<file path="config.mk">
export PLATFORM = sky130hd
export DESIGN_NAME = fmsp_top
export DESIGN_NICKNAME = d
export VERILOG_FILES = /design/src/fmsp_pkg.sv /design/src/fmsp_top.sv /design/src/fmsp_tx.sv /design/src/fmsp_rx.sv
export VERILOG_INCLUDE_DIRS = /design/src
export SDC_FILE = /design/constraint.sdc
export NUM_CORES = 1
export LEC_CHECK = 0
export ABC_AREA = 1
export BUFFER_PORTS_ARGS = -buffer_cell sky130_fd_sc_hd__buf_2
export CAP_MARGIN = 5
export CORE_MARGIN = 2
export CORE_UTILIZATION = 25
export CTS_CLUSTER_DIAMETER = 60
export CTS_CLUSTER_SIZE = 10
export DETAILED_ROUTE_END_ITERATION = 7
export GPL_ROUTABILITY_DRIVEN = 0
export SLEW_MARGIN = 10
export SYNTH_ARGS = -nofsm -noshare
export SYNTH_HDL_FRONTEND = slang
export SYNTH_SLANG_ARGS = --single-unit
</file>
<file path="constraint.sdc">
create_clock -name clk_i -period 5.4 [get_ports clk_i]
set_input_delay 0.81 -clock clk_i [delete_from_list [all_inputs] [get_ports clk_i]]
set_output_delay 0.81 -clock clk_i [all_outputs]
set_load 0.005 [all_outputs]
</file>
<file path="src/fmsp_defs.svh">
`ifndef FMSP_DEFS_SVH
`define FMSP_DEFS_SVH

// Register addresses in the special-function space
`define FMSP_CTRL0_ADDR 8'h98
`define FMSP_BUF0_ADDR 8'h99
`define FMSP_CTRL1_ADDR 8'hd8
`define FMSP_BUF1_ADDR 8'hd9
`define FMSP_CTRL_RESET 8'h00

// Control register field positions
`define FMSP_MODE_HI_BIT 7
`define FMSP_MODE_LO_BIT 6
`define FMSP_MPE_BIT 5
`define FMSP_REN_BIT 4
`define FMSP_TX_NINTH_BIT 3
`define FMSP_RX_NINTH_BIT 2
`define FMSP_TX_DONE_BIT 1
`define FMSP_RX_DONE_BIT 0

// Timing counts
`define FMSP_SYNC_LAST 4'hb
`define FMSP_SYNC_HALF 4'h5
`define FMSP_OVS_LAST 4'hf
`define FMSP_OVS_MID 4'h7
`define FMSP_SYNC_BITS 4'h8
`define FMSP_STOP8_IDX 4'h9
`define FMSP_STOP9_IDX 4'ha

`endif

</file>
<file path="src/fmsp_pkg.sv">
package fmsp_pkg;

  typedef enum logic [1:0] {
    FMSP_MODE_SYNC = 2'b00,
    FMSP_MODE_ASYNC8 = 2'b01,
    FMSP_MODE_FIXED9 = 2'b10,
    FMSP_MODE_TIMED9 = 2'b11
  } fmsp_mode_t;

  typedef enum logic {
    FMSP_TX_IDLE = 1'b0,
    FMSP_TX_SEND = 1'b1
  } fmsp_tx_state_t;

  typedef enum logic [1:0] {
    FMSP_RX_IDLE = 2'b00,
    FMSP_RX_START = 2'b01,
    FMSP_RX_DATA = 2'b10
  } fmsp_rx_state_t;

  typedef struct packed {
    fmsp_tx_state_t st;
    logic [10:0] sh;
    logic [3:0] bits;
    logic [3:0] sub;
    logic line;
    logic sclk;
    logic done;
  } fmsp_tx_s_t;

  typedef struct packed {
    fmsp_rx_state_t st;
    logic [9:0] sh;
    logic [3:0] bits;
    logic [3:0] sub;
    logic prev;
    logic sclk;
    logic done;
    logic [7:0] data;
    logic bit9;
    logic stop;
  } fmsp_rx_s_t;

  typedef struct packed {
    logic [1:0][7:0] ctrl;
    logic [1:0][7:0] rxbuf;
    logic [7:0] rdata;
    logic [3:0] sync_cnt;
    logic [1:0][1:0] pre;
  } fmsp_top_s_t;

endpackage

</file>
<file path="src/fmsp_top.sv">
`timescale 1ns/100ps
`include "fmsp_defs.svh"


module fmsp_top #(
  parameter int PORTS = 2
) (
  input wire logic clk_i,
  input wire logic rst_i,
  input wire logic [7:0] sfr_addr_i,
  input wire logic sfr_wr_i,
  input wire logic sfr_rd_i,
  input wire logic [7:0] sfr_wdata_i,
  output logic [7:0] sfr_rdata_o,
  input wire logic [1:0] timer_ovf_i,
  input wire logic [1:0] rate_double_i,
  input wire logic [1:0] rxd_i,
  output logic [1:0] rxd_o,
  output logic [1:0] rxd_oe_o,
  output logic [1:0] txd_o,
  output logic [1:0] irq_o
);

  localparam logic [7:0] CTRL_ADDR [2] = '{`FMSP_CTRL0_ADDR, `FMSP_CTRL1_ADDR};
  localparam logic [7:0] BUF_ADDR [2] = '{`FMSP_BUF0_ADDR, `FMSP_BUF1_ADDR};

  ////////////////////////////////////////////////////////////////////////////
  // Oversampling prescale shared by mode 2 and the timed modes

  // Timed modes divide overflows by 32 (16 with doubling); mode 2 divides fosc
  function automatic logic [1:0] pre_last(input logic fixed, input logic dbl);
    if (fixed) begin
      pre_last = dbl ? 2'h1 : 2'h3;
    end else begin
      pre_last = dbl ? 2'h0 : 2'h1;
    end
  endfunction

  fmsp_pkg::fmsp_top_s_t r_reg;
  fmsp_pkg::fmsp_top_s_t r_next;

  fmsp_pkg::fmsp_mode_t mode [2];
  logic [1:0] tick16;
  logic [1:0] pre_src;
  logic sync_tick;
  logic sync_half;
  logic [1:0] tx_line;
  logic [1:0] tx_sclk;
  logic [1:0] tx_busy;
  logic [1:0] tx_done;
  logic [1:0] rx_sclk;
  logic [1:0] rx_done;
  logic [1:0] rx_bit9;
  logic [1:0] rx_stop;
  logic [7:0] rx_data [2];
  logic [1:0] rx_accept;
  logic [1:0] buf_wr;
  logic [1:0] go_sync;

  assign sync_tick = (r_reg.sync_cnt == `FMSP_SYNC_LAST);
  assign sync_half = (r_reg.sync_cnt == `FMSP_SYNC_HALF);

  ////////////////////////////////////////////////////////////////////////////
  // Per-port pins and engines

  genvar g;
  generate
    for (g = 0; g < PORTS; g++) begin : gen_port
      assign mode[g] = fmsp_pkg::fmsp_mode_t'({r_reg.ctrl[g][`FMSP_MODE_HI_BIT],
        r_reg.ctrl[g][`FMSP_MODE_LO_BIT]});
      // Mode 3 takes the timed path, mode 2 the fixed one
      assign pre_src[g] = (mode[g] == fmsp_pkg::FMSP_MODE_FIXED9) ? 1'b1 : timer_ovf_i[g];
      assign tick16[g] = pre_src[g] &&
        (r_reg.pre[g] == pre_last(mode[g] == fmsp_pkg::FMSP_MODE_FIXED9, rate_double_i[g]));
      assign buf_wr[g] = sfr_wr_i && (sfr_addr_i == BUF_ADDR[g]);
      assign go_sync[g] = r_reg.ctrl[g][`FMSP_REN_BIT] &&
        !r_reg.ctrl[g][`FMSP_RX_DONE_BIT];

      // Shift clock is low while either direction holds it low
      assign txd_o[g] = (mode[g] == fmsp_pkg::FMSP_MODE_SYNC) ?
        (tx_sclk[g] & rx_sclk[g]) : tx_line[g];
      assign rxd_o[g] = tx_line[g];
      assign rxd_oe_o[g] = tx_busy[g] && (mode[g] == fmsp_pkg::FMSP_MODE_SYNC);
      assign irq_o[g] = r_reg.ctrl[g][`FMSP_TX_DONE_BIT] | r_reg.ctrl[g][`FMSP_RX_DONE_BIT];

      fmsp_tx u_tx (
        .clk_i(clk_i),
        .rst_i(rst_i),
        .mode_i(mode[g]),
        .tick_i(sync_tick),
        .half_i(sync_half),
        .tick16_i(tick16[g]),
        .start_i(buf_wr[g]),
        .data_i(sfr_wdata_i),
        .ninth_i(r_reg.ctrl[g][`FMSP_TX_NINTH_BIT]),
        .line_o(tx_line[g]),
        .sclk_o(tx_sclk[g]),
        .busy_o(tx_busy[g]),
        .done_o(tx_done[g])
      );

      fmsp_rx u_rx (
        .clk_i(clk_i),
        .rst_i(rst_i),
        .mode_i(mode[g]),
        .tick_i(sync_tick),
        .half_i(sync_half),
        .tick16_i(tick16[g]),
        .rxd_i(rxd_i[g]),
        .ren_i(r_reg.ctrl[g][`FMSP_REN_BIT]),
        .go_sync_i(go_sync[g]),
        .sclk_o(rx_sclk[g]),
        .done_o(rx_done[g]),
        .data_o(rx_data[g]),
        .bit9_o(rx_bit9[g]),
        .stop_o(rx_stop[g])
      );
    end
  endgenerate

  ////////////////////////////////////////////////////////////////////////////
  // Frame filter and register file

  always_comb begin
    r_next = r_reg;
    rx_accept = 2'b00;
    r_next.sync_cnt = sync_tick ? 4'h0 : 4'(r_reg.sync_cnt + 4'h1);
    for (int i = 0; i < PORTS; i++) begin
      if (tick16[i]) begin
        r_next.pre[i] = 2'h0;
      end else if (pre_src[i]) begin
        r_next.pre[i] = 2'(r_reg.pre[i] + 2'h1);
      end
      // A byte finishing while the last is unread is dropped
      if (rx_done[i] && !r_reg.ctrl[i][`FMSP_RX_DONE_BIT]) begin
        case (mode[i])
          fmsp_pkg::FMSP_MODE_SYNC: rx_accept[i] = 1'b1;
          fmsp_pkg::FMSP_MODE_ASYNC8:
            rx_accept[i] = !r_reg.ctrl[i][`FMSP_MPE_BIT] || rx_stop[i];
          fmsp_pkg::FMSP_MODE_FIXED9, fmsp_pkg::FMSP_MODE_TIMED9:
            rx_accept[i] = !r_reg.ctrl[i][`FMSP_MPE_BIT] || rx_bit9[i];
          default: rx_accept[i] = 1'b0;
        endcase
      end
      if (sfr_wr_i && sfr_addr_i == CTRL_ADDR[i]) begin
        r_next.ctrl[i] = sfr_wdata_i;
      end
      // Hardware set beats a same-cycle software clear
      if (tx_done[i]) begin
        r_next.ctrl[i][`FMSP_TX_DONE_BIT] = 1'b1;
      end
      if (rx_accept[i]) begin
        r_next.ctrl[i][`FMSP_RX_DONE_BIT] = 1'b1;
        r_next.rxbuf[i] = rx_data[i];
        if (mode[i] != fmsp_pkg::FMSP_MODE_SYNC) begin
          r_next.ctrl[i][`FMSP_RX_NINTH_BIT] = rx_bit9[i];
        end
      end
    end
    if (sfr_rd_i) begin
      r_next.rdata = 8'h00;
      for (int i = 0; i < PORTS; i++) begin
        if (sfr_addr_i == CTRL_ADDR[i]) begin
          r_next.rdata = r_reg.ctrl[i];
        end
        if (sfr_addr_i == BUF_ADDR[i]) begin
          r_next.rdata = r_reg.rxbuf[i];
        end
      end
    end
  end

  always_ff @(posedge clk_i or posedge rst_i) begin
    if (rst_i) begin
      r_reg <= '0;
      r_reg.ctrl <= {`FMSP_CTRL_RESET, `FMSP_CTRL_RESET};
    end else begin
      r_reg <= r_next;
    end
  end

  assign sfr_rdata_o = r_reg.rdata;

endmodule

</file>
<file path="src/fmsp_tx.sv">
`timescale 1ns/100ps
`include "fmsp_defs.svh"

module fmsp_tx (
  input wire logic clk_i,
  input wire logic rst_i,
  input wire fmsp_pkg::fmsp_mode_t mode_i,
  input wire logic tick_i,
  input wire logic half_i,
  input wire logic tick16_i,
  input wire logic start_i,
  input wire logic [7:0] data_i,
  input wire logic ninth_i,
  output logic line_o,
  output logic sclk_o,
  output logic busy_o,
  output logic done_o
);

  localparam fmsp_pkg::fmsp_tx_s_t TX_RST = '{st: fmsp_pkg::FMSP_TX_IDLE, sh: 11'h000,
    bits: 4'h0, sub: 4'h0, line: 1'b1, sclk: 1'b1, done: 1'b0};

  fmsp_pkg::fmsp_tx_s_t r_reg;
  fmsp_pkg::fmsp_tx_s_t r_next;
  logic [3:0] stop_idx;

  assign stop_idx = mode_i[1] ? `FMSP_STOP9_IDX : `FMSP_STOP8_IDX;

  always_comb begin
    r_next = r_reg;
    r_next.done = 1'b0;
    case (r_reg.st)
      fmsp_pkg::FMSP_TX_IDLE: begin
        r_next.line = 1'b1;
        r_next.sclk = 1'b1;
        // Writes while a frame is under way are dropped
        if (start_i) begin
          r_next.st = fmsp_pkg::FMSP_TX_SEND;
          r_next.bits = 4'h0;
          r_next.sub = 4'h0;
          r_next.sh = {1'b1, (mode_i[1] ? ninth_i : 1'b1), data_i, 1'b0};
        end
      end
      fmsp_pkg::FMSP_TX_SEND: begin
        if (mode_i == fmsp_pkg::FMSP_MODE_SYNC) begin
          if (tick_i) begin
            if (r_reg.bits == `FMSP_SYNC_BITS) begin
              r_next.st = fmsp_pkg::FMSP_TX_IDLE;
              r_next.done = 1'b1;
              r_next.sclk = 1'b1;
              r_next.line = 1'b1;
            end else begin
              r_next.line = r_reg.sh[1];
              r_next.sh = {1'b0, r_reg.sh[10:1]};
              r_next.sclk = 1'b0;
              r_next.bits = 4'(r_reg.bits + 4'h1);
            end
          end else if (half_i) begin
            r_next.sclk = 1'b1;
          end
        end else if (tick16_i) begin
          r_next.sub = 4'(r_reg.sub + 4'h1);
          if (r_reg.sub == 4'h0) begin
            r_next.line = r_reg.sh[0];
            r_next.sh = {1'b0, r_reg.sh[10:1]};
            // Flag rises as the stop bit starts, not when it ends
            if (r_reg.bits == stop_idx) begin
              r_next.done = 1'b1;
            end
          end
          if (r_reg.sub == `FMSP_OVS_LAST) begin
            if (r_reg.bits == stop_idx) begin
              r_next.st = fmsp_pkg::FMSP_TX_IDLE;
            end else begin
              r_next.bits = 4'(r_reg.bits + 4'h1);
            end
          end
        end
      end
      default: r_next = TX_RST;
    endcase
  end

  always_ff @(posedge clk_i or posedge rst_i) begin
    if (rst_i) begin
      r_reg <= TX_RST;
    end else begin
      r_reg <= r_next;
    end
  end

  assign line_o = r_reg.line;
  assign sclk_o = r_reg.sclk;
  assign busy_o = (r_reg.st == fmsp_pkg::FMSP_TX_SEND);
  assign done_o = r_reg.done;

endmodule

</file>
<file path="src/fmsp_rx.sv">
`timescale 1ns/100ps
`include "fmsp_defs.svh"

module fmsp_rx (
  input wire logic clk_i,
  input wire logic rst_i,
  input wire fmsp_pkg::fmsp_mode_t mode_i,
  input wire logic tick_i,
  input wire logic half_i,
  input wire logic tick16_i,
  input wire logic rxd_i,
  input wire logic ren_i,
  input wire logic go_sync_i,
  output logic sclk_o,
  output logic done_o,
  output logic [7:0] data_o,
  output logic bit9_o,
  output logic stop_o
);

  localparam fmsp_pkg::fmsp_rx_s_t RX_RST = '{st: fmsp_pkg::FMSP_RX_IDLE, sh: 10'h000,
    bits: 4'h0, sub: 4'h0, prev: 1'b1, sclk: 1'b1, done: 1'b0, data: 8'h00,
    bit9: 1'b0, stop: 1'b0};

  fmsp_pkg::fmsp_rx_s_t r_reg;
  fmsp_pkg::fmsp_rx_s_t r_next;
  logic [3:0] stop_idx;

  assign stop_idx = mode_i[1] ? `FMSP_STOP8_IDX : 4'h8;

  always_comb begin
    r_next = r_reg;
    r_next.done = 1'b0;
    if (tick16_i) begin
      r_next.prev = rxd_i;
    end
    case (r_reg.st)
      fmsp_pkg::FMSP_RX_IDLE: begin
        r_next.sclk = 1'b1;
        r_next.bits = 4'h0;
        r_next.sub = 4'h0;
        if (mode_i == fmsp_pkg::FMSP_MODE_SYNC) begin
          // Flag lands a cycle after done; no restart inside that gap
          if (go_sync_i && !r_reg.done) begin
            r_next.st = fmsp_pkg::FMSP_RX_DATA;
          end
        end else if (tick16_i && ren_i && r_reg.prev && !rxd_i) begin
          r_next.st = fmsp_pkg::FMSP_RX_START;
        end
      end
      fmsp_pkg::FMSP_RX_START: begin
        if (tick16_i) begin
          r_next.sub = 4'(r_reg.sub + 4'h1);
          // A glitch shorter than half a bit is not a start bit
          if (r_reg.sub == `FMSP_OVS_MID) begin
            r_next.st = rxd_i ? fmsp_pkg::FMSP_RX_IDLE : fmsp_pkg::FMSP_RX_DATA;
            r_next.sub = 4'h0;
          end
        end
      end
      fmsp_pkg::FMSP_RX_DATA: begin
        if (mode_i == fmsp_pkg::FMSP_MODE_SYNC) begin
          if (tick_i) begin
            if (r_reg.bits == `FMSP_SYNC_BITS) begin
              r_next.st = fmsp_pkg::FMSP_RX_IDLE;
              r_next.done = 1'b1;
              r_next.data = r_reg.sh[9:2];
              r_next.sclk = 1'b1;
            end else begin
              r_next.sclk = 1'b0;
            end
          // Sample only after a clock fall; a half point before the first tick is no bit
          end else if (half_i && !r_reg.sclk) begin
            r_next.sclk = 1'b1;
            r_next.sh = {rxd_i, r_reg.sh[9:1]};
            r_next.bits = 4'(r_reg.bits + 4'h1);
          end
        end else if (tick16_i) begin
          r_next.sub = 4'(r_reg.sub + 4'h1);
          if (r_reg.sub == `FMSP_OVS_LAST) begin
            r_next.sh = {rxd_i, r_reg.sh[9:1]};
            r_next.bits = 4'(r_reg.bits + 4'h1);
            // Sampled mid-stop: frame completes half a bit early
            if (r_reg.bits == stop_idx) begin
              r_next.st = fmsp_pkg::FMSP_RX_IDLE;
              r_next.done = 1'b1;
              r_next.stop = rxd_i;
              r_next.data = mode_i[1] ? r_reg.sh[8:1] : r_reg.sh[9:2];
              r_next.bit9 = mode_i[1] ? r_reg.sh[9] : rxd_i;
            end
          end
        end
      end
      default: r_next = RX_RST;
    endcase
  end

  always_ff @(posedge clk_i or posedge rst_i) begin
    if (rst_i) begin
      r_reg <= RX_RST;
    end else begin
      r_reg <= r_next;
    end
  end

  assign sclk_o = r_reg.sclk;
  assign done_o = r_reg.done;
  assign data_o = r_reg.data;
  assign bit9_o = r_reg.bit9;
  assign stop_o = r_reg.stop;

endmodule

</file>
== After elaboration in Yosys (flattened, before gate mapping) ==
Cells that the tools add are included.

* Register bits: 160
* Input port bits: 26
* Output and inout bits: 16
* Logic and storage cells: 407

* $add $sub $neg: 11
* Eq/ne operators: 90
* Multiplexer cells: 168
* Bitwise operators: 10
* Reductions and logical operators: 80

{| class="wikitable"
|+ Operator list
! operator !! number
|-
| $mux W16 || 8
|-
| $mux W11 || 8
|-
| $pmux W22 S2 || 2
|-
| $mux W20 || 4
|-
| $mux W1 || 65
|-
| $mux W2 || 32
|-
| $ne A3 B2 Y1 const B || 19
|-
| $mux W14 || 4
|-
| $mux W9 || 6
|-
| $mux W4 || 13
|-
| $mux W8 || 6
|-
| $ne A3 B3 Y1 const B || 15
|-
| $pmux W11 S2 || 2
|-
| $mux W21 || 2
|-
| $pmux W10 S2 || 2
|-
| $reduce_and A5 Y1 || 8
|-
| $add A4 B1 Y4 const B || 9
|-
| $eq A4 B4 Y1 const B || 9
|-
| $eq A8 B8 Y1 const B || 4
|-
| $ne A2 B1 Y1 const B || 16
|-
| $pmux W4 S2 || 4
|-
| $mux W15 || 2
|-
| $reduce_and A3 Y1 || 8
|-
| $reduce_and A6 Y1 || 4
|-
| 24 further kinds || 107
|}

== Depth between registers and ports, before layout ==
* Depth in word-level cells: 10
* Gate-level depth with buffers: 13

== Hierarchy ==
A second synthesis with hierarchy kept.

* Cells, all modules: 1307
* Area, all modules: 9882.0 µm²

{| class="wikitable"
|+ Modules (own cells, without submodules)
! module !! instances !! cells an instance !! area an instance (µm²) !! sequential area each (µm²)
|-
| fmsp_top || 1 || 365 || 2835.2 || 1201.2
|-
| fmsp_tx || 2 || 179 || 1416.4 || 578.1
|-
| fmsp_rx (gen_port[1].u_rx) || 1 || 292 || 2122.0 || 803.3
|-
| fmsp_rx (gen_port[0].u_rx) || 1 || 292 || 2092.0 || 803.3
|}

== Worst setup path after synthesis ==
Ideal clock, no wire load.

* Path kind: flip-flop to output port
* Start: register r_reg, in the netlist mode[1]
* End: output port txd_o[1]
* Data arrival time: 1.284 ns
* Required time: 4.590 ns
* Slack: 3.306 ns
* Stages on the path, launching flop included: 7
* Path buffers: 3
* Path through: dfrtp_1 -> buf_6 -> nor2_2 -> clkbuf_1 -> buf_2 -> nand3_1 -> nand2_1

* Word-level cells in the longest chain between the ends: 2

{| class="wikitable"
|+ Ends and longest elaborated chain
! item !! line !! text
|-
| from (decl) || fmsp_top.sv:39 || <nowiki>fmsp_pkg::fmsp_top_s_t r_reg;</nowiki>
|-
| from (signal assigned) || fmsp_top.sv:178 || <nowiki>r_reg <= r_next;</nowiki>
|-
| $logic_not A2 Y1 || fmsp_top.sv:80 || <nowiki>assign txd_o[g] = (mode[g] == fmsp_pkg::FMSP_MODE_SYNC) ?</nowiki>
|-
| $mux W1 || fmsp_top.sv:80 ||
|-
| to (decl) || fmsp_top.sv:20 || <nowiki>output logic [1:0] txd_o,</nowiki>
|}

Every way passes these cells.

== Worst setup path in the final report ==
Same ends and word-level chain as after synthesis.

==> results.md <==
* Outcome: completed
* Synth Area in XOR/XNOR at 1.15%
* TritonCTS clock tree: built
* Maximum number of pins on one net before global-route repair at 66
* Fraction of the mapped netlist area in simple logic gates at 32.5%
* Syn Inst Count at 1211
* Worst slew slack as a fraction of its limit at 35.3%
* Share of cells above drive strength 1 at 12.3%
* Number of synthesized register bits at 158
* Max FO, Critical Path at 27
* Port Buffers at 41
* Transition time of the tightest slew-check pin at 0.970 ns
* Unique cell type count in the Yosys netlist at 49
* Share of async-settable or async-resettable flops after synthesis at 100%
* Peak supply drop at 256 uV
* Final-layout fill cell count at 3857
* Final worst-path cycle share at 61.5%
* Commonest cells after routing, fill and taps aside: 415 x nand2_1, 150 x dfrtp_1, 109 x inv_1, 96 x nand3_1, 78 x o21ai_0
* Number of antenna repair diodes at 0
* Worst Path Required at 4.59 ns
* Layout Skew at 0.00926 ns
* Number of global-route vias before repair at 7630
* Portion of the post-synthesis area used by sequential elements at 43.4%
* Overall power at 0.00390 W
* Count of final max-slew check failures at 0
* Number of buffers added by the clock tree synthesis step at 17
* Most common flop cell mapped by yosys: dfrtp_1
* Setup_tns at 0 ns
* Horiz. Die Dim at 195 um
* Starting density of the core at 25.5%
* Wire length of the first global-routing pass at 38900 um
* Final WS setup at 2.08 ns
* Warnings, synthesis at 0
* Die height at 195 um
* Category of the worst setup path capture point: output pin
* Detailed Route WL at 22800 um
* Number of flops mapped to enable cells by yosys at 0
* Worst skew pair latency at 0.44 ns
* Startpoint type of the worst setup path: register
* Drt wl/cell at 13.4 um
* Mapped Nets at 1261
* Power density over cell area at 379 nW/um2
* Fraction of the mapped netlist area in adder cells at 3.29%
* CP arrival at 2.51 ns
* Total number of vias at 7848
* Fin nets at 1282
* Fraction of the mapped netlist area in compound gates at 11.2%
* Pre-Repair DR Iteration Count at 5
* H-tree level count at 4
* CTS clk-pin slew, worst paths at 0.07 ns
* Core Box Area at 35700 um2
* Layout-stage area growth over the synthesis result at 12.5%
* Cell area after synthesis at 9130 um2
* Mean cell area of the mapped netlist at 7.54 um2
* Post-DP HPWL at 16400 um
* Sequence of cells on the critical path: nor2_2 > nand3_1 > nand2_1 > buf_2
* Highest-delay cell along the critical path: nor2_2
* Total congestion overflow at 0
* Shortest clock period the worst path allows after layout at 3.32 ns
* Hold Vio Cnt, Final at 0
* Number of rows created at floorplan at 69
* GRT Util Overall at 12.5%
* Setup fix buffers added after clock tree synthesis at 0
* Ports placed on the boundary at 42
* Path type of the worst min-delay path: in2async
* Clock sinks at 158
* Worst-case setup slack after placement at 2.39 ns
* Max FFs per register at 40
* Finish-stage setup viols at 0
* Maxcap violations at 0
* Post-route DRC violation count at 0
* Number of vias per cell after detailed routing at 4.60
* Slowest Stage Delay on Critical Path at 0.90 ns
* Detail Route Antenna Nets at 0
* Main combinational cell family by area after synthesis: simple AND/OR/NAND/NOR gates
* Iteration-0 DRC count of the detailed router at 569
* Largest buffer count on any clock path at 2
* Initial antenna violation count at 0
* Maximum clock rate at 301 MHz
* Clock tree root buffer cell: clkbuf_16
* Setup CP Type: reg2out
* Setup repair after global routing missed its margin: false
* Share of synthesized area spent on multiplexers at 0%
* CTS resizes at 0
* Hold_buf cts at 0
* Die area at 38000 um2
* Most common library cell in the layout ignoring fill and taps: nand2_1
* Standby leakage power at 4.97 nW
synth_stat cells (all sizes together) (2+ instances only):
| cell | n | area share, % |
|---|---|---|
| clkbuf | 11 | 0.45 |
| o211ai | 4 | 0.33 |
| dfstp | 8 | 2.3 |
| nor2 | 70 | 3.6 |
| dfrtp | 150 | 41 |
| o31ai | 8 | 0.66 |
| or2 | 2 | 0.14 |
| nor3 | 22 | 1.3 |
| xor2 | 10 | 0.96 |
| o21bai | 7 | 0.58 |
| buf | 32 | 2.6 |
| nand3 | 110 | 6.8 |
| o2111ai | 6 | 0.58 |
| nand3b | 2 | 0.16 |
| nor3b | 4 | 0.33 |
| nor4 | 2 | 0.21 |
| o21a | 2 | 0.16 |
| o22ai | 9 | 0.69 |
| inv | 124 | 5.1 |
| nand4 | 26 | 1.9 |
| xnor2 | 2 | 0.19 |
| clkinv | 4 | 0.18 |
| o21ai | 112 | 6.2 |
| a21oi | 27 | 1.5 |
| ha | 24 | 3.3 |
| nand2 | 427 | 18 |
critical path: cells and delay by family, from the launching register on:
kind | cells | cell delay, ns
flops | 1 | 0.72
buf+inv | 1 | 0.12
simple gates | 3 | 1.21
through the flow:
step           hold slack [ns]  util, %  area, um2  std cells
2_1_floorplan            0.420        -       9130       1211
5_1_grt                  0.503     28.7      10300       1706
3_3_place_gp             0.440     27.0       9660       1674
3_5_place_dp             0.460     27.0       9660       1674
6_report                 0.434     28.7      10300       1706
4_1_cts                  0.475     28.7      10300       1706
kinds of logic after synthesis:
group / count (synthesis)
AND/OR/NAND/NOR: 666
AO/OA/AOI/OAI: 180
buffers and inverters: 171
flip-flops: 158
adder cells (fa/ha/maj): 24
XOR/XNOR: 12
final timing paths:
check / start / end / slack, ns / cells after the start
worst max-delay path: mode[1] / txd_o[1] / 2.08 / 4
worst min-delay path: rst_i / gen_port[1].u_rx.r_reg[15] / 0.43 / 2
worst max register to register: mode[1] / gen_port[1].u_rx.r_reg[22] / 2.41 / 9
worst min register to register: sfr_rdata_o[7] / sfr_rdata_o[7] / 0.48 / 2
max in group asynchronous: rst_i / gen_port[0].u_rx.bit9_o / 3.84 / 3
min in group clk_i: sfr_rdata_o[7] / sfr_rdata_o[7] / 0.48 / 2
metal layers:
layer	vias to the layer above	share of wire [%]	GRT usage (%)
met5	-	0	0
met4	0	1.8	4.13
met3	33	3.9	2.56
met2	157	46	20.3
met1	3672	48	16.6
li1	3986	-	-
report_power, final:
group	switching (W)	leakage [nW]	internal, W	total (W)
logic	0.000745	2.58	0.000341	0.00109
registers	0.000164	2.10	0.00138	0.00154
clock network	0.000559	0.292	0.000712	0.00127
area by class of cell:
cell class	instances	area, um2	share of cell area [%]
Multi-Input combinational cell	882	4400	42.8
Sequential cell	158	3960	38.6
Tap cell	461	577	5.62
Inverter	128	487	4.74
Clock buffer	18	439	4.28
Timing Repair Buffer	45	235	2.29
Clock inverter	14	171	1.67
(Power assumes the default switching activity.)
